$ cat src/verilog/efr_consts.svh
// offsets, field positions, reset values and format codes of the frame unit
`ifndef EFR_CONSTS_SVH
`define EFR_CONSTS_SVH

// format field codes of the format/vector word
`define EFR_FMT_FOUR       4'h0
`define EFR_FMT_THROW      4'h1
`define EFR_FMT_SIX        4'h2
`define EFR_FMT_EIGHT      4'h4

// frame sizes in bytes
`define EFR_SIZE_FOUR      32'h0000_0008
`define EFR_SIZE_SIX       32'h0000_000C
`define EFR_SIZE_EIGHT     32'h0000_0010

// byte offsets of the long words inside a frame, and the address error adjustment
`define EFR_OFS_SR_LONG    32'h0000_0000
`define EFR_OFS_FV_LONG    32'h0000_0004
`define EFR_OFS_ADDR       32'h0000_0008
`define EFR_OFS_FPC        32'h0000_000C
`define EFR_ADDR_ERR_ADJ   32'h0000_0001

// status register and format/vector field positions
`define EFR_SR_S_BIT       13
`define EFR_SR_M_BIT       12
`define EFR_FV_FMT_MSB     15
`define EFR_FV_FMT_LSB     12

// register port map
`define EFR_REG_STATUS     4'h0
`define EFR_REG_SR         4'h1
`define EFR_REG_PC         4'h2
`define EFR_REG_CTRL       4'h3
`define EFR_REG_ISP        4'h4
`define EFR_REG_MSP        4'h5
`define EFR_REG_USP        4'h6
`define EFR_CTRL_EN_BIT    0
`define EFR_CTRL_CLR_BIT   8
`define EFR_CTRL_EN_RST    1'h1

`endif

$ cat src/verilog/efr_pkg.sv
// types shared by the frame unit modules
package efr_pkg;

	typedef enum logic [1:0]
	{
		EFR_STK_USER,
		EFR_STK_INT,
		EFR_STK_MASTER
	} efr_stack_type;

	typedef enum logic [2:0]
	{
		EFR_KIND_PLAIN,
		EFR_KIND_INTERRUPT,
		EFR_KIND_TRAP,
		EFR_KIND_ADDR_ERR,
		EFR_KIND_FP_UNIMPL
	} efr_kind_type;

	typedef enum logic [2:0]
	{
		EFR_IDLE,
		EFR_RD_FV,
		EFR_CHECK,
		EFR_RD_SR,
		EFR_RETIRE,
		EFR_BUILD,
		EFR_WR
	} efr_state_type;

endpackage

$ cat src/verilog/efr_frame_decode.sv
// format nibble decoder: frame size, validity and throwaway flag
`include "efr_consts.svh"

module efr_frame_decode
(
	// format/vector word
	input  wire logic [15:0] fv_word,
	// decoded format
	output logic      [3:0]  fmt,
	output logic      [31:0] size,
	output logic             valid,
	output logic             throwaway
);
	function automatic logic [31:0] frame_size(input logic [3:0] f);
		case (f)
			`EFR_FMT_FOUR:  frame_size = `EFR_SIZE_FOUR;
			`EFR_FMT_THROW: frame_size = `EFR_SIZE_FOUR;
			`EFR_FMT_SIX:   frame_size = `EFR_SIZE_SIX;
			`EFR_FMT_EIGHT: frame_size = `EFR_SIZE_EIGHT;
			default:        frame_size = 32'h0000_0000;
		endcase
	endfunction

	assign fmt       = fv_word[`EFR_FV_FMT_MSB:`EFR_FV_FMT_LSB];
	assign size      = frame_size(fmt);
	// unknown formats have no size and are refused
	assign valid     = (frame_size(fmt) != 32'h0000_0000);
	assign throwaway = (fmt == `EFR_FMT_THROW);
endmodule

$ cat src/verilog/efr_frame_pack.sv
// picks one long word of a frame being built
`include "efr_consts.svh"

module efr_frame_pack
(
	// frame contents
	input  wire logic [3:0]  fmt,
	input  wire logic [11:0] vector,
	input  wire logic [15:0] sr,
	input  wire logic [31:0] pc,
	input  wire logic [31:0] addr_field,
	input  wire logic [31:0] fault_pc,
	// long word index, 0 at the stack pointer
	input  wire logic [1:0]  idx,
	output logic      [31:0] word
);
	wire [31:0] long0 = {sr, pc[31:16]};
	wire [31:0] long1 = {pc[15:0], fmt, vector};

	assign word = (idx == 2'h0) ? long0 :
	              (idx == 2'h1) ? long1 :
	              (idx == 2'h2) ? addr_field : fault_pc;
endmodule

$ cat src/verilog/efr_return_unit.sv
// exception frame build and return-from-exception sequencer
`include "efr_consts.svh"

module efr_return_unit
(
	// clock and reset
	input  wire logic                  clk,
	input  wire logic                  rst_n,
	// register port
	input  wire logic [3:0]            reg_addr,
	input  wire logic [31:0]           reg_wdata,
	input  wire logic                  reg_wr,
	input  wire logic                  reg_rd,
	output logic      [31:0]           reg_rdata,
	// core context at request time
	input  wire logic [15:0]           sr_in,
	input  wire logic [31:0]           isp_in,
	input  wire logic [31:0]           msp_in,
	input  wire logic [31:0]           usp_in,
	// return request
	input  wire logic                  rte_start,
	// frame build request
	input  wire logic                  build_start,
	input  wire efr_pkg::efr_kind_type build_kind,
	input  wire logic [11:0]           build_vector,
	input  wire logic [31:0]           build_pc_next,
	input  wire logic [31:0]           build_pc_fault,
	input  wire logic [31:0]           build_addr,
	// memory port
	output logic                       mem_req,
	output logic                       mem_we,
	output logic                       mem_long,
	output logic      [31:0]           mem_addr,
	output logic      [31:0]           mem_wdata,
	input  wire logic [31:0]           mem_rdata,
	input  wire logic                  mem_ack,
	// results
	output logic                       busy,
	output logic                       done,
	output logic                       fmt_err,
	output logic      [15:0]           sr_out,
	output logic      [31:0]           pc_out,
	output logic      [31:0]           isp_out,
	output logic      [31:0]           msp_out,
	output logic      [31:0]           usp_out
);
	import efr_pkg::*;

	function automatic efr_stack_type stack_of(input logic [15:0] s);
		if (!s[`EFR_SR_S_BIT])
			stack_of = EFR_STK_USER;
		else if (s[`EFR_SR_M_BIT])
			stack_of = EFR_STK_MASTER;
		else
			stack_of = EFR_STK_INT;
	endfunction

	efr_state_type state_ff;
	efr_state_type nxt_state;
	efr_stack_type stk_ff;
	efr_stack_type nxt_stk;
	logic [31:0]   sp_ff [0:2];
	logic [15:0]   sr_ff;
	logic [15:0]   nxt_sr;
	logic [15:0]   sr_new_ff;
	logic [15:0]   nxt_sr_new;
	logic [31:0]   pc_ff;
	logic [31:0]   nxt_pc;
	logic [15:0]   fv_ff;
	logic [15:0]   nxt_fv;
	logic [15:0]   pcl_ff;
	logic [15:0]   nxt_pcl;
	logic          req_ff;
	logic          nxt_req;
	logic          we_ff;
	logic          nxt_we;
	logic [31:0]   addr_ff;
	logic [31:0]   nxt_addr;
	logic [31:0]   wdata_ff;
	logic [31:0]   nxt_wdata;
	logic          done_ff;
	logic          nxt_done;
	logic          busy_ff;
	logic          err_evt;
	logic          fmt_err_ff;
	logic          en_ff;
	logic [7:0]    throw_cnt_ff;
	logic          throw_evt;
	logic [31:0]   rdata_ff;
	logic          sp_we;
	logic [31:0]   sp_val;
	// frame being built
	logic [3:0]    bfmt_ff;
	logic [3:0]    nxt_bfmt;
	logic [11:0]   bvec_ff;
	logic [31:0]   bpc_ff;
	logic [31:0]   baddr_ff;
	logic [31:0]   bfpc_ff;
	logic          chain_ff;
	logic          nxt_chain;
	logic [31:0]   base_ff;
	logic [31:0]   nxt_base;
	logic [1:0]    idx_ff;
	logic [1:0]    nxt_idx;

	// decoded views
	wire           start_ok  = (state_ff == EFR_IDLE) && en_ff;
	wire           take_rte  = start_ok && rte_start;
	wire           take_bld  = start_ok && !rte_start && build_start;
	wire [31:0]    sp_act    = sp_ff[stk_ff];
	wire [3:0]     rd_fmt;
	wire [31:0]    rd_size;
	wire           rd_valid;
	wire           rd_throw;
	wire [3:0]     bd_fmt;
	wire [31:0]    bd_size;
	wire [31:0]    pack_word;
	wire [1:0]     last_idx  = bd_size[3:2] - 2'h1;
	wire           ctrl_hit  = reg_wr && (reg_addr == `EFR_REG_CTRL);
	wire           clr_err   = ctrl_hit && reg_wdata[`EFR_CTRL_CLR_BIT];
	wire           from_mstr = sr_in[`EFR_SR_S_BIT] && sr_in[`EFR_SR_M_BIT];
	wire [31:0]    status_w  = {8'h00, throw_cnt_ff, 4'h0, rd_fmt,
	                            1'b0, state_ff, 2'h0, fmt_err_ff,
	                            (state_ff != EFR_IDLE)};
	wire [31:0]    rd_mux    =
		(reg_addr == `EFR_REG_STATUS) ? status_w :
		(reg_addr == `EFR_REG_SR)     ? {16'h0000, sr_ff} :
		(reg_addr == `EFR_REG_PC)     ? pc_ff :
		(reg_addr == `EFR_REG_CTRL)   ? {31'h0000_0000, en_ff} :
		(reg_addr == `EFR_REG_ISP)    ? sp_ff[EFR_STK_INT] :
		(reg_addr == `EFR_REG_MSP)    ? sp_ff[EFR_STK_MASTER] :
		(reg_addr == `EFR_REG_USP)    ? sp_ff[EFR_STK_USER] :
		32'h0000_0000;

	// format nibble of the fetched word
	efr_frame_decode u_rd_decode
	(
		.fv_word   (fv_ff),
		.fmt       (rd_fmt),
		.size      (rd_size),
		.valid     (rd_valid),
		.throwaway (rd_throw)
	);

	efr_frame_decode u_bd_decode
	(
		.fv_word   ({bfmt_ff, 12'h000}),
		.fmt       (bd_fmt),
		.size      (bd_size),
		.valid     (),
		.throwaway ()
	);

	// frame words laid out per format
	efr_frame_pack u_pack
	(
		.fmt        (bd_fmt),
		.vector     (bvec_ff),
		.sr         (sr_ff),
		.pc         (bpc_ff),
		.addr_field (baddr_ff),
		.fault_pc   (bfpc_ff),
		.idx        (idx_ff),
		.word       (pack_word)
	);

	always_comb
	begin
		nxt_state  = state_ff;
		nxt_stk    = stk_ff;
		nxt_sr     = sr_ff;
		nxt_sr_new = sr_new_ff;
		nxt_pc     = pc_ff;
		nxt_fv     = fv_ff;
		nxt_pcl    = pcl_ff;
		nxt_req    = req_ff;
		nxt_we     = we_ff;
		nxt_addr   = addr_ff;
		nxt_wdata  = wdata_ff;
		nxt_done   = 1'b0;
		err_evt    = 1'b0;
		throw_evt  = 1'b0;
		sp_we      = 1'b0;
		sp_val     = sp_act;
		nxt_bfmt   = bfmt_ff;
		nxt_chain  = chain_ff;
		nxt_base   = base_ff;
		nxt_idx    = idx_ff;
		case (state_ff)
			EFR_IDLE:
			begin
				if (take_rte)
				begin
					nxt_sr    = sr_in;
					nxt_stk   = stack_of(sr_in);
					nxt_state = EFR_RD_FV;
				end
				else if (take_bld)
				begin
					nxt_sr    = sr_in;
					nxt_stk   = stack_of(sr_in);
					nxt_chain = 1'b0;
					nxt_state = EFR_BUILD;
					case (build_kind)
						EFR_KIND_TRAP:      nxt_bfmt = `EFR_FMT_SIX;
						EFR_KIND_ADDR_ERR:  nxt_bfmt = `EFR_FMT_SIX;
						EFR_KIND_FP_UNIMPL: nxt_bfmt = `EFR_FMT_EIGHT;
						EFR_KIND_INTERRUPT:
						begin
							nxt_bfmt  = `EFR_FMT_FOUR;
							nxt_chain = from_mstr;
						end
						default:            nxt_bfmt = `EFR_FMT_FOUR;
					endcase
				end
			end
			EFR_RD_FV:
			begin
				// format long word is fetched first
				if (!req_ff)
				begin
					nxt_req  = 1'b1;
					nxt_we   = 1'b0;
					nxt_addr = sp_act + `EFR_OFS_FV_LONG;
				end
				else if (mem_ack)
				begin
					nxt_req        = 1'b0;
					// pc is held aside so a refused frame leaves it alone
					nxt_pcl        = mem_rdata[31:16];
					nxt_fv         = mem_rdata[15:0];
					nxt_state      = EFR_CHECK;
				end
			end
			EFR_CHECK:
			begin
				if (!rd_valid)
				begin
					err_evt   = 1'b1;
					nxt_done  = 1'b1;
					nxt_state = EFR_IDLE;
				end
				else
					nxt_state = EFR_RD_SR;
			end
			EFR_RD_SR:
			begin
				if (!req_ff)
				begin
					nxt_req  = 1'b1;
					nxt_we   = 1'b0;
					nxt_addr = sp_act + `EFR_OFS_SR_LONG;
				end
				else if (mem_ack)
				begin
					nxt_req       = 1'b0;
					nxt_sr_new    = mem_rdata[31:16];
					nxt_pc        = {mem_rdata[15:0], pcl_ff};
					nxt_state     = EFR_RETIRE;
				end
			end
			EFR_RETIRE:
			begin
				sp_we  = 1'b1;
				sp_val = sp_act + rd_size;
				nxt_sr = sr_new_ff;
				if (rd_throw)
				begin
					// restart on the stack the new status picks
					throw_evt = 1'b1;
					// any format, any of the three stacks
					nxt_stk   = stack_of(sr_new_ff);
					nxt_state = EFR_RD_FV;
				end
				else
				begin
					nxt_done  = 1'b1;
					nxt_state = EFR_IDLE;
				end
			end
			EFR_BUILD:
			begin
				// stack pointer is dropped before the words are stored
				sp_we     = 1'b1;
				sp_val    = sp_act - bd_size;
				nxt_base  = sp_act - bd_size;
				nxt_idx   = last_idx;
				nxt_state = EFR_WR;
			end
			EFR_WR:
			begin
				// every frame word goes out as a long word
				if (!req_ff)
				begin
					nxt_req   = 1'b1;
					nxt_we    = 1'b1;
					nxt_addr  = base_ff + {28'h000_0000, idx_ff, 2'b00};
					nxt_wdata = pack_word;
				end
				else if (mem_ack)
				begin
					nxt_req = 1'b0;
					nxt_we  = 1'b0;
					if (idx_ff != 2'h0)
						nxt_idx = idx_ff - 2'h1;
					else if (chain_ff)
					begin
						// throwaway copy on the interrupt stack
						nxt_chain = 1'b0;
						nxt_bfmt  = `EFR_FMT_THROW;
						nxt_stk   = EFR_STK_INT;
						nxt_state = EFR_BUILD;
					end
					else
					begin
						nxt_done  = 1'b1;
						nxt_state = EFR_IDLE;
					end
				end
			end
			default:
				nxt_state = EFR_IDLE;
		endcase
	end

	always_ff @(posedge clk or negedge rst_n)
	begin
		if (!rst_n)
		begin
			state_ff  <= EFR_IDLE;
			stk_ff    <= EFR_STK_INT;
			sr_ff     <= 16'h0000;
			sr_new_ff <= 16'h0000;
			pc_ff     <= 32'h0000_0000;
			fv_ff     <= 16'h0000;
			pcl_ff    <= 16'h0000;
			bfmt_ff   <= `EFR_FMT_FOUR;
			chain_ff  <= 1'b0;
			base_ff   <= 32'h0000_0000;
			idx_ff    <= 2'h0;
		end
		else
		begin
			state_ff  <= nxt_state;
			stk_ff    <= nxt_stk;
			sr_ff     <= nxt_sr;
			sr_new_ff <= nxt_sr_new;
			pc_ff     <= nxt_pc;
			fv_ff     <= nxt_fv;
			pcl_ff    <= nxt_pcl;
			bfmt_ff   <= nxt_bfmt;
			chain_ff  <= nxt_chain;
			base_ff   <= nxt_base;
			idx_ff    <= nxt_idx;
		end
	end

	// build fields latched at request time
	always_ff @(posedge clk or negedge rst_n)
	begin
		if (!rst_n)
		begin
			bvec_ff  <= 12'h000;
			bpc_ff   <= 32'h0000_0000;
			baddr_ff <= 32'h0000_0000;
			bfpc_ff  <= 32'h0000_0000;
		end
		else if (take_bld)
		begin
			bvec_ff  <= build_vector;
			bfpc_ff  <= build_pc_fault;
			bpc_ff   <= (build_kind == EFR_KIND_ADDR_ERR) ?
			            build_pc_fault : build_pc_next;
			baddr_ff <= (build_kind == EFR_KIND_ADDR_ERR) ?
			            build_addr - `EFR_ADDR_ERR_ADJ : build_addr;
		end
	end

	// stack pointers: loaded at a request, then moved by the frames
	always_ff @(posedge clk or negedge rst_n)
	begin
		if (!rst_n)
		begin
			sp_ff[EFR_STK_USER]   <= 32'h0000_0000;
			sp_ff[EFR_STK_INT]    <= 32'h0000_0000;
			sp_ff[EFR_STK_MASTER] <= 32'h0000_0000;
		end
		else if (take_rte || take_bld)
		begin
			sp_ff[EFR_STK_USER]   <= usp_in;
			sp_ff[EFR_STK_INT]    <= isp_in;
			sp_ff[EFR_STK_MASTER] <= msp_in;
		end
		else if (sp_we)
			sp_ff[stk_ff] <= sp_val;
	end

	always_ff @(posedge clk or negedge rst_n)
	begin
		if (!rst_n)
		begin
			req_ff   <= 1'b0;
			we_ff    <= 1'b0;
			addr_ff  <= 32'h0000_0000;
			wdata_ff <= 32'h0000_0000;
			done_ff  <= 1'b0;
			busy_ff  <= 1'b0;
		end
		else
		begin
			req_ff   <= nxt_req;
			we_ff    <= nxt_we;
			addr_ff  <= nxt_addr;
			wdata_ff <= nxt_wdata;
			done_ff  <= nxt_done;
			busy_ff  <= (nxt_state != EFR_IDLE);
		end
	end

	// register port; a new error wins over a clear in the same cycle
	always_ff @(posedge clk or negedge rst_n)
	begin
		if (!rst_n)
		begin
			en_ff        <= `EFR_CTRL_EN_RST;
			fmt_err_ff   <= 1'b0;
			throw_cnt_ff <= 8'h00;
			rdata_ff     <= 32'h0000_0000;
		end
		else
		begin
			if (ctrl_hit)
				en_ff <= reg_wdata[`EFR_CTRL_EN_BIT];
			fmt_err_ff   <= err_evt | (fmt_err_ff & ~clr_err);
			throw_cnt_ff <= throw_cnt_ff + {7'h00, throw_evt};
			rdata_ff     <= reg_rd ? rd_mux : 32'h0000_0000;
		end
	end

	assign reg_rdata = rdata_ff;
	assign mem_req   = req_ff;
	assign mem_we    = we_ff;
	// transfer size is always a long word
	assign mem_long  = req_ff;
	assign mem_addr  = addr_ff;
	assign mem_wdata = wdata_ff;
	assign busy      = busy_ff;
	assign done      = done_ff;
	assign fmt_err   = fmt_err_ff;
	assign sr_out    = sr_ff;
	assign pc_out    = pc_ff;
	assign isp_out   = sp_ff[EFR_STK_INT];
	assign msp_out   = sp_ff[EFR_STK_MASTER];
	assign usp_out   = sp_ff[EFR_STK_USER];
endmodule

$ cat config.mk
export PLATFORM = sky130hd
export DESIGN_NAME = efr_return_unit
export DESIGN_NICKNAME = d
export VERILOG_FILES = /design/src/verilog/efr_pkg.sv /design/src/verilog/efr_frame_decode.sv /design/src/verilog/efr_frame_pack.sv /design/src/verilog/efr_return_unit.sv
export VERILOG_INCLUDE_DIRS = /design/src /design/src/verilog
export SDC_FILE = /design/constraint.sdc
export NUM_CORES = 1
export LEC_CHECK = 0
export BUFFER_PORTS_ARGS = -buffer_cell sky130_fd_sc_hd__buf_2
export CAP_MARGIN = 20
export CORE_ASPECT_RATIO = 0.5
export CORE_MARGIN = 10
export CORE_UTILIZATION = 30
export CTS_CLUSTER_DIAMETER = 120
export DETAILED_ROUTE_END_ITERATION = 8
export MAX_ROUTING_LAYER = met4
export PLACE_DENSITY = 0.55
export SYNTH_ARGS = -nofsm -noshare
export SYNTH_HDL_FRONTEND = slang
export SYNTH_HIERARCHICAL = 1
export SYNTH_SLANG_ARGS = --single-unit
$ cat constraint.sdc
create_clock -name clk -period 4.2 [get_ports clk]
set_clock_uncertainty 0.15 [all_clocks]
set_input_delay 0.42 -clock clk [delete_from_list [all_inputs] [get_ports clk]]
set_output_delay 0.42 -clock clk [all_outputs]
set_load 0.03 [all_outputs]
== Yosys cells after proc, flatten, opt, wreduce, memory -nomap -nowiden ==
Cells that the tools add are included.

* Shift operators: 0
* Order comparisons: 2
* Equal/unequal tests: 38
* Bitwise gates (word level): 5
* Multiplexer cells: 92
* Multiply operators: 0
* Add/subtract/negate cells: 8
* Div/mod/pow operators: 0
* Reductions and logical operators: 42

{| class="wikitable"
|+ Operators with widths
! kind !! number
|-
| $mux 32 || 19
|-
| $mux 96 || 2
|-
| $bwmux 96 || 1
|-
| $pmux 32 s3 || 1
|-
| $bmux 32 s2 || 1
|-
| $demux 32 s2 || 1
|-
| $pmux 32 s2 || 1
|-
| $add 32x3->32 const B || 1
|-
| $add 32x32->32 || 1
|-
| $add 32x4->32 || 1
|-
| $mux 16 || 2
|-
| $pmux 16 s2 || 1
|-
| $reduce_bool 32->1 || 1
|-
| $sub 32x1->32 const B || 1
|-
| $sub 32x32->32 || 1
|-
| $mux 2 || 15
|-
| $mux 3 || 10
|-
| $pmux 5 s3 || 2
|-
| $mux 4 || 6
|-
| $ne 2x2->1 const B || 12
|-
| $mux 1 || 22
|-
| $pmux 3 s7 || 1
|-
| $eq 4x3->1 const B || 5
|-
| $eq 4x2->1 const B || 4
|-
| other kinds (36) || 75
|}

* Bits in latches: 0
* Memories: 0
* Bits in read-only memories: 0
* Output and inout bits: 246
* Word-level logic and storage cells: 215
* Bits in registers: 454
* Input port bits: 298
* Memory bits (writable): 0

== Longest topological paths before layout ==
Gate-level depths: netlist of the first run.

* Word-level depth: 9
* Depth in mapped cells: 19
* Depth with buffers taken out: 16

== Modules after synthesis ==
The synthesis of the first run kept the hierarchy.

{| class="wikitable"
|+ Modules (own cells, without submodules)
! module !! times used !! cells each !! area an instance (um^2) !! seq. area each (um^2)
|-
| efr_return_unit || 1 || 2,677 || 25,116.6 || 11,338.4
|-
| efr_frame_pack || 1 || 39 || 814.5 || 0.0
|-
| efr_frame_decode || 2 || 40 || 302.8 || 0.0
|}

== Least setup slack after synthesis of the first run ==
No wires, ideal clock.

* Kind: register -> register
* Start point: register stk_ff[1]
* End point: register sp_ff (netlist bit isp_out[29])
* Arrival: 3,864 ps
* Data required time: 3,967 ps
* Period minus slack after synthesis: 4,096 ps
* Stages on the path, launching flop included: 18
* Setup time: 83 ps
* Slack: 104 ps
* Path buffers: 3
* Path through: dfrtp_1 > buf_4 > buf_2 > buf_1 > mux2i_1 > nor2_1 > a21oi_1 > inv_1 > ha_1 > nor2b_1 > o31a_1 > o211ai_1 > a2111oi_0 > o21ai_0 > o21ai_0 > xnor2_1 > mux2_2 > o21ai_0

* Word-level cells in the longest chain between the ends: 9
* Elaborated cells between the ends (all ways): 15
* Those cells by class: 2 x add/sub; 2 x order compare; 9 x mux; 1 x bitwise; 1 x reduce/logical

{| class="wikitable"
|+ RTL lines
! what !! line !! text
|-
| start, declared || efr_return_unit.sv:60 || <nowiki>efr_stack_type stk_ff;</nowiki>
|-
| start signal, assigned || efr_return_unit.sv:345 || <nowiki>stk_ff <= nxt_stk;</nowiki>
|-
| $not 2->3 (implied by the code) * || efr_return_unit.sv:110, efr_return_unit.sv:395 ||
|-
| $bmux 32 s2 || efr_return_unit.sv:110 || <nowiki>wire [31:0] sp_act = sp_ff[stk_ff];</nowiki>
|-
| $mux 32 (implied by the code) (2 in series) || efr_return_unit.sv:110 ||
|-
| $sub 32x32->32 or $add 32x32->32 (tied branches) || efr_return_unit.sv:285, efr_return_unit.sv:265 ||
|-
| $pmux 32 s2 || efr_return_unit.sv:189 || <nowiki>case (state_ff)</nowiki>
|-
| $bwmux 96 * || efr_return_unit.sv:395 || <nowiki>sp_ff[stk_ff] <= sp_val;</nowiki>
|-
| $mux 96 * || efr_return_unit.sv:394 || <nowiki>else if (sp_we)</nowiki>
|-
| $mux 96 * || efr_return_unit.sv:388 || <nowiki>else if (take_rte || take_bld)</nowiki>
|-
| end signal, assigned by index || efr_return_unit.sv:390 || <nowiki>sp_ff[EFR_STK_USER] <= usp_in;</nowiki>
|-
| end signal, assigned by index || efr_return_unit.sv:391 || <nowiki>sp_ff[EFR_STK_INT] <= isp_in;</nowiki>
|-
| end signal, assigned by index || efr_return_unit.sv:395 ||
|-
| end, declared || efr_return_unit.sv:62 || <nowiki>logic [31:0] sp_ff [0:2];</nowiki>
|}

Every way passes the cells marked *; elsewhere a longest branch is shown, timed or not. The select of a mux whose other input is x is not followed.
A chain may end at the register's enable or synchronous reset.

== Worst setup path in the final report of the first run ==
* Start point: register stk_ff[0]
* End point: register sp_ff (netlist bit msp_out[28])

Same word-level chain as after synthesis.

==> run_results.csv, run 1 <==
group,metric,value,unit
clock_network,insertion_delay,0.62,ns
die,initial_core_util,0.3027,
sta,slew_violations,0,
clock_network,cts_buffers,48,
sta,setup_ws,0.1332,ns
job,drv_cap,0,
sta,maxSlewHeadroom,0.2979,
critical_path,crit_family,"compound AO/OA/AOI/OAI gates",
sta,hold_violations,0,
critical_path,crit_type,"reg2reg",
finish,nFillCells,8603,
min_path,hold_path.class,"in2reg",
sta,final.min_clock_period,4.067,ns
global_routing,antenna_found_initial,9,
synth,synth_cells,2769,
die,ioPinCount,544,
sta,whs,0.01567,ns
critical_path,crit_path_max_incr_delay,0.53,ns
routing,drt_iter0_drc,2022,
global_routing,overflow,0,
critical_path,critPathBufInv,4,
power,ir_worst_vdd,0.0003730,V
sta,fmax,245.9,MHz
power,leakage,16.34,nW
global_routing,grt_pass1_vias,25820,
global_routing,track_usage,0.2223,
synth,syn_area,26080,µm²
critical_path,crit_top_cell,"buf_4",
die,die_w,436.9,µm
finish,layout.nets,3970,
outcome,status,"finished clean",
clock_network,cts_root_buf,"clkbuf_16",
die,num_rows,76,
synth,avgSynthCellArea,9.417,µm²
place,pre_cts_ws,-0.03920,ns
die,die_area,99820,µm²
routing,vias_per_cell,5.198,
finish,stdcell_count,4813,
routing,vias,25020,
clock_network,cts_tree,"yes",
critical_path,crit_fanout,10,
clock_network,cts_buffer_depth,3,
sta,setup_violations,0,
place,numPortBuffers,513,
routing,antenna_left,0,
clock_network,cts.clk_slew.worst_paths,0.07,ns
power,p_total,0.02926,W
place,dp.cells,4488,
clock_network,htreeDepth,2,
routing,wl,112.4,mm
global_routing,grt_max_degree,107,
critical_path,worstPathRequired,4.58,ns
critical_path,cp-start-kind,"flop",
synth,synth-warning-count,6,
sta,period_share,0.9683,
clock_network,post-cts-setup-buffer-count,0,
global_routing,grt_pass1_wl,166.9,mm
place,place.gp.congestion,0.9313,
routing,drt_pass1_iterations,5,
finish,area_delta_synth_final,34.41,%
place,dpl.hpwl,86.00,mm
die,die_h,228.5,µm
critical_path,crit_slowest_cell,"dfstp_2",
critical_path,path_cells,"nor2b_2, buf_4, buf_6, o2bb2ai_1, buf_4, ha_1, a211oi_1, nor2_1, nor4b_2, o31a_1, or2_2, o31ai_1, buf_4, a31oi_2, mux2_4, o21ai_0",
routing,drcViolationCount,0,
finish,drive_gt1_frac,0.2787,
critical_path,worst_setup_path_end_kind,"flop",
power,pwr_density_cell,834.8,nW/µm²
finish,utilization,0.4068,
routing,wl_per_cell,23.34,µm
sta,tightest_slew,1.053,ns
critical_path,cp_data_arrival_time,4.44,ns
die,core_area,86150,µm²
clock_network,clock_sinks,441,
## cells in the final DEF, fill, tap and decap left out, drive strengths merged, types with 75 or more instances in the layout
master	instances
a21oi	104
a22oi	129
buf	724
dfrtp	439
dlygate4sd3	231
mux2	117
mux2i	84
nand2	423
nor2	141
o21ai	311
xnor2	75
## what timing repair did
item / CTS / global route
endpoints found under the hold margin: 346 / 0
setup endpoints to repair: 7 / 43
resized for setup: 3 / 22
hold buffers: 231 / 0
pin swaps: 0 / 3
## report_power, final
group | switching (W) | total [W] | internal [W] | leakage (nW)
clock | 0.00194 | 0.00455 | 0.00262 | 0.818
sequential | 0.00183 | 0.00792 | 0.00609 | 5.56
combinational | 0.0101 | 0.0168 | 0.00665 | 9.96
## layer usage
layer	routed length, µm	GRT usage	share of wire
met5	0	-	0
met3	5111	0.03041	0.045
met4	6339	0.1090	0.056
met1	43160	0.2471	0.38
met2	57740	0.3911	0.51
## cell type report
type,instances,area (µm²),area share
multi-input combinational,2088,14000,0.3996
sequential,441,11040,0.3151
timing repair buffer,955,6601,0.1884
tap,1170,1464,0.04177
clock buffer,61,1361,0.03884
clock inverter,25,311.5,0.008889
inverter,65,244.0,0.006962
antenna,8,20.02,0.0005712
## worst min-delay path: stages
cell and delay (ns):
buf_2 0.11, mux2i_1 0.06, o21ai_0 0.16
## state kept, by name, indices dropped and copies added, names as in the netlist, 3 cells and up
signal        cells
bfmt_ff           3
sr_out           16
baddr_ff         32
throw_cnt_ff      8
reg_rdata        32
fv_ff             4
mem_addr         32
bvec_ff          12
usp_out          32
mem_wdata        32
pcl_ff           16
base_ff          32
bfpc_ff          32
pc_out           32
bpc_ff           32
isp_out          32
msp_out          32
sr_new_ff        16
state_ff          3
## path summary, 6_finish.rpt
kind,depth (start not counted),endpoint,slack (ns),from
min,3,sr_out[8],0.02,sr_in[8]
min reg2reg,2,bfpc_ff[12],0.32,bfpc_ff[12]
max,16,msp_out[28],0.13,stk_ff[0]
max in group asynchronous,3,usp_out[29],2.43,rst_n
max reg2reg,16,msp_out[28],0.13,stk_ff[0]
min in group asynchronous,2,baddr_ff[5],0.29,rst_n
## through the flow
| step | cell area, µm² | TNS (ns) |
|---|---|---|
| 4_1_cts | 34920 | 0 |
| 2_1_floorplan | 26300 | 0 |
| 5_1_grt | 35040 | -0.001197 |
| 6_report | 35050 | 0 |
| 3_5_place_dp | 30920 | -0.04254 |
| 3_3_place_gp | 30880 | -0.002479 |
Power figures use the tool's default switching activity.
==> run 2, diff against run 1 <==
- CELL_PAD_IN_SITES_DETAIL_PLACEMENT: default -> 1
- CELL_PAD_IN_SITES_GLOBAL_PLACEMENT: default -> 1
- PLACE_DENSITY: 0.55 -> 0.67
==> run 2 against run 1 <==
Compared with the run above: flip-flop and latch count is the same; clock power shrank 4%; fmax is essentially flat; final cell count grew 0.62%; setup slack is essentially flat; die area is the same; first-iteration DRC count shrank 8.1%; global-route usage grew 1.5 points; critical path type unchanged; critical endpoint is now usp_out[28]; largest cell class unchanged; largest power group unchanged; highest routed layer unchanged.
==> run_results.csv, run 2 (same netlist as run 1, synthesis figures left out) <==
group,metric,value,unit
critical_path,worstPathRequired,4.51,ns
sta,maxSlewHeadroom,0.2100,
die,initial_core_util,0.3027,
routing,drcViolationCount,0,
sta,setup_tns,0,ns
critical_path,critPathBufInv,5,
sta,hold_violations,0,
finish,layout.nets,3989,
routing,drt_pass1_iterations,5,
outcome,status,"finished clean",
clock_network,cts_root_buf,"clkbuf_16",
job,drv_cap,0,
critical_path,crit_type,"reg2reg",
sta,final.min_clock_period,4.067,ns
critical_path,crit_top_cell,"buf_4",
die,num_rows,76,
clock_network,cts.clk_slew.worst_paths,0.07,ns
place,dpl.hpwl,89.84,mm
routing,vias,25860,
global_routing,overflow,0,
die,die_area,99820,µm²
finish,area_delta_synth_final,35.08,%
critical_path,crit_path_max_incr_delay,0.49,ns
critical_path,crit_slowest_cell,"o41ai_2",
power,p_total,0.02981,W
clock_network,cts_buffer_depth,3,
power,leakage,16.42,nW
finish,drive_gt1_frac,0.2829,
sta,fmax,245.9,MHz
critical_path,reg2reg_slack,0.13,ns
die,die_w,436.9,µm
global_routing,grt_max_degree,106,
critical_path,cp_data_arrival_time,4.37,ns
min_path,hold_path.class,"in2reg",
clock_network,htreeDepth,2,
clock_network,insertion_delay,0.63,ns
place,place.gp.congestion,0.9304,
die,ioPinCount,544,
global_routing,grt_pass1_vias,27810,
die,core_area,86150,µm²
finish,utilization,0.4088,
global_routing,grt_pass1_wl,179.0,mm
critical_path,crit_fanout,5,
place,numPortBuffers,513,
die,die_h,228.5,µm
finish,nFillCells,10150,
routing,antenna_left,0,
power,pwr_density_cell,846.5,nW/µm²
clock_network,clock_sinks,441,
clock_network,cts_tree,"yes",
routing,drt_iter0_drc,1858,
sta,period_share,0.9684,
global_routing,track_usage,0.2375,
sta,whs,0.03205,ns
critical_path,worst_setup_path_end_kind,"flop",
global_routing,antenna_found_initial,15,
sta,slew_violations,0,
finish,mostFrequentLayoutCell,"buf_2",
routing,vias_per_cell,5.339,
power,ir_worst_vdd,0.0003168,V
sta,setup_violations,0,
critical_path,cp-start-kind,"flop",
routing,wl,121.0,mm
finish,design_area,35220,µm²
sta,tightest_slew,1.180,ns
critical_path,crit_family,"compound AO/OA/AOI/OAI gates",
routing,wl_per_cell,24.98,µm
critical_path,path_cells,"buf_12, mux2i_1, o2bb2ai_1, buf_4, ha_1, buf_4, a21oi_1, o211ai_1, a21oi_2, buf_4, o21ai_1, o41ai_2, buf_4, a21oi_2, or2_2, a311oi_2, o21ai_0",
place,place_area,31040,µm²
clock_network,cts_buffers,47,
finish,mostFrequentLayoutCells,"512 x buf_2, 436 x dfrtp_1, 423 x nand2_1",
-- run 2: timing repair --
action,CTS,global route
endpoints found under the setup margin,12,37
resized for setup,5,32
pin swaps,0,6
setup buffers,0,4
endpoints found under the hold margin,348,0
hold buffers,232,0
-- run 2: path summary, 6_finish.rpt --
path / cells past startpoint / to / startpoint
worst max-delay path: 17 / usp_out[28] / stk_ff[1]
worst min-delay path: 3 / bpc_ff[4] / build_pc_next[4]
worst max register to register: 17 / usp_out[28] / stk_ff[1]
worst min register to register: 2 / mem_addr[8] / mem_addr[8]
max in group asynchronous: 3 / isp_out[27] / rst_n
min in group asynchronous: 2 / bpc_ff[24] / rst_n
-- run 2: metal layers --
layer  vias to the layer above  wire [µm]  global-route usage
met5                         -          0                   -
met4                         0       7869              0.1342
met3                       385       4655             0.03265
met2                       814      61720              0.4128
met1                     13100      46760              0.2610
li1                      11560          -                   -
-- run 2: power by group --
group          total (W)  switching (W)  internal [W]  leakage, nW
Combinational     0.0175         0.0106       0.00684         10.1
Sequential       0.00797        0.00189       0.00609         5.56
Clock            0.00437        0.00196       0.00242        0.758
Total             0.0298         0.0145        0.0153         16.4
-- run 2: stage by stage --
step                worst slack (ns)  instances
finish                        0.1329       4843
detailed placement           -0.1482       4502
global route               -0.008169       4840
floorplan                     0.1039       2828
CTS                          0.02277       4820
global placement             -0.1179       4502
-- run 2: final cells by class --
| cell class | count | area [µm²] | area share |
|---|---|---|---|
| Timing Repair Buffer | 975 | 6804 | 0.1932 |
| Antenna cell | 18 | 45.04 | 0.001279 |
| Tap cell | 1170 | 1464 | 0.04156 |
| Multi-Input combinational cell | 2088 | 14050 | 0.3990 |
| Sequential cell | 441 | 11040 | 0.3135 |
| Clock inverter | 18 | 192.7 | 0.005471 |
| Inverter | 65 | 244.0 | 0.006927 |
| Clock buffer | 68 | 1376 | 0.03908 |
-- run 2: worst min-delay path: cells and delay by family --
family	cells	cell delay, ns
AOI/OAI and AO/OA	1	0.15
buffers and inverters	1	0.09
muxes	1	0.10
==> run 3, diff against run 2 <==
- CELL_PAD_IN_SITES_DETAIL_PLACEMENT: 1 -> default
- CELL_PAD_IN_SITES_GLOBAL_PLACEMENT: 1 -> default
- CORE_UTILIZATION: 30 -> 51
- PLACE_DENSITY: 0.67 -> 0.82
==> run 3 against run 2 <==
Compared with the run above: core utilization increased by 26 points; highest routed layer unchanged; flip-flop and latch count is the same; sequential power is 0.6% higher; final cell count down 12%; die area is 39% lower.
==> run_results.csv, run 3 (same netlist as run 1, synthesis figures left out) <==
group,metric,value,unit
sta,final.min_clock_period,4.096,ns
finish,utilization,0.6685,
clock_network,cts_tree,"yes",
finish,mostFrequentLayoutCell,"buf_2",
sta,slew_violations,0,
min_path,hp-start,"build_addr[6]",
clock_network,cts_buffers,42,
routing,wl,106.3,mm
die,die_h,179.9,µm
routing,antenna_left,0,
sta,hold_violations,0,
critical_path,reg2reg_slack,0.10,ns
finish,mostFrequentLayoutCells,"512 x buf_2, 436 x dfrtp_1, 423 x nand2_1",
place,numPortBuffers,513,
finish,nFillCells,3955,
die,die_area,61120,µm²
place,place_area,29940,µm²
critical_path,worstPathRequired,4.47,ns
global_routing,track_usage,0.3427,
power,pwr_density_cell,851.7,nW/µm²
power,p_comb_frac,0.577,
clock_network,cts.clk_slew.worst_paths,0.07,ns
die,initial_core_util,0.5177,
global_routing,antenna_found_initial,13,
critical_path,r2r-start,"stk_ff[0]",
power,p_seq_frac,0.280,
finish,area_delta_synth_final,29.11,%
critical_path,crit_fanout,10,
finish,seqCellArea,11040,µm²
global_routing,overflow,0,
sta,setup_violations,0,
clock_network,cts_root_buf,"clkbuf_16",
critical_path,worst_setup_path_end_kind,"flop",
routing,drt_iter0_drc,3259,
power,clock_power_share,0.143,
routing,vias_per_cell,6.139,
place,dpl.hpwl,77.90,mm
sta,period_share,0.9752,
power,intPower,0.01477,W
power,ir_worst_vdd,0.0003863,V
critical_path,cp_data_arrival_time,4.37,ns
finish,design_area,33670,µm²
clock_network,clock_sinks,441,
place,place.gp.congestion,1.039,
finish,layout.nets,3891,
clock_network,htreeDepth,2,
clock_network,cts_buffer_depth,3,
die,die_w,339.8,µm
routing,drcViolationCount,0,
die,ioPinCount,544,
sta,rsz0062_at_grt,"true",
die,core_area,50360,µm²
global_routing,grt_pass1_vias,26030,
power,switching_power,0.01391,W
routing,wl_per_cell,24.99,µm
min_path,hold_path_end,"baddr_ff[6]",
routing,drt_pass1_iterations,7,
min_path,hold_path.class,"in2reg",
sta,whs,0.02386,ns
outcome,status,"finished clean",
finish,drive_gt1_frac,0.2697,
routing,vias,26110,
power,leakage,15.90,nW
critical_path,timing.rr.end,"msp_out[28]",
finish,stdcell_count,4253,
die,num_rows,58,
critical_path,cp-start-kind,"flop",
sta,maxSlewHeadroom,0.2072,
min_path,hold-path-cell-count,3,
job,drv_cap,0,
global_routing,grt_max_degree,99,
critical_path,crit_type,"reg2reg",
sta,tightest_slew,1.177,ns
clock_network,insertion_delay,0.59,ns
critical_path,rr_worst_depth,15,
sta,fmax,244.1,MHz
place,dp.cells,3960,
finish,multi_input_area,14020,µm²
power,p_sw_frac,0.4850,
global_routing,grt_pass1_wl,159.3,mm
[run 3: metrics by stage]
step | TNS (ns) | setup WS, ns | power [W]
after floorplan | 0 | 0.1039 | 0.01751
after global placement | -0.3295 | -0.05892 | 0.02325
after detailed placement | -0.5020 | -0.1119 | 0.02361
after CTS | 0 | 0.004360 | 0.02791
after global routing | -0.01851 | -0.01072 | 0.03018
final | 0 | 0.1041 | 0.02867
[run 3: per-layer routing]
layer | up-vias | global-route usage | wire [µm]
met1 | 12630 | 0.3952 | 38950
met4 | 0 | 0.1881 | 7114
li1 | 11370 | - | -
met5 | - | - | 0
met2 | 1662 | 0.5480 | 50090
met3 | 453 | 0.08473 | 10120
[run 3: area by class of cell]
type / instances / area share
Antenna cell: 14 / 0.001041
Clock buffer: 58 / 0.03601
Clock inverter: 15 / 0.007173
Inverter: 65 / 0.007247
Multi-Input combinational cell: 2088 / 0.4165
Sequential cell: 441 / 0.3280
Tap cell: 690 / 0.02564
Timing Repair Buffer: 882 / 0.1784
[run 3: how the worst max path moves through the flow]
stage	from	endpoint	slack [ns]
6_report	stk_ff[0]	msp_out[28]	0.10
3_3_place_gp	stk_ff[0]	msp_out[31]	-0.06
4_1_cts	stk_ff[1]	msp_out[24]	0.004
5_1_grt	stk_ff[0]	usp_out[28]	-0.01
2_1_floorplan	stk_ff[1]	isp_out[29]	0.10
3_5_place_dp	stk_ff[0]	msp_out[31]	-0.11
[run 3: power by group through the flow]
stage	logic, W	clock network (W)	registers (W)
floorplan	0.00846	0	0.00905
detailed placement	0.0157	0	0.00793
global placement	0.0154	0	0.00785
CTS	0.0159	0.00412	0.00787
global route	0.0177	0.00431	0.00816
finish	0.0165	0.00411	0.00802
[run 3: timing repair]
item / 4_1_cts / 5_1_grt
setup buffers: 0 / 3
pin swaps: 0 / 4
hold buffers: 198 / 0
resized for setup: 6 / 23
cloned: 0 / 1
hold endpoints to repair: 304 / 0
endpoints found under the setup margin: 18 / 32
[run 3: worst max-delay path: stages (launching register included)]
cell and delay (ns):
dfstp_2 0.54, nor2b_4 0.32, buf_4 0.17, o2bb2ai_2 0.15, ha_1 0.32, o21a_1 0.19, o31a_1 0.16, a21oi_2 0.22
o21ai_1 0.11, buf_4 0.17, o41ai_1 0.38, buf_4 0.19, a21oi_1 0.11, or2_2 0.34, a311oi_1 0.30, o21ai_0 0.15
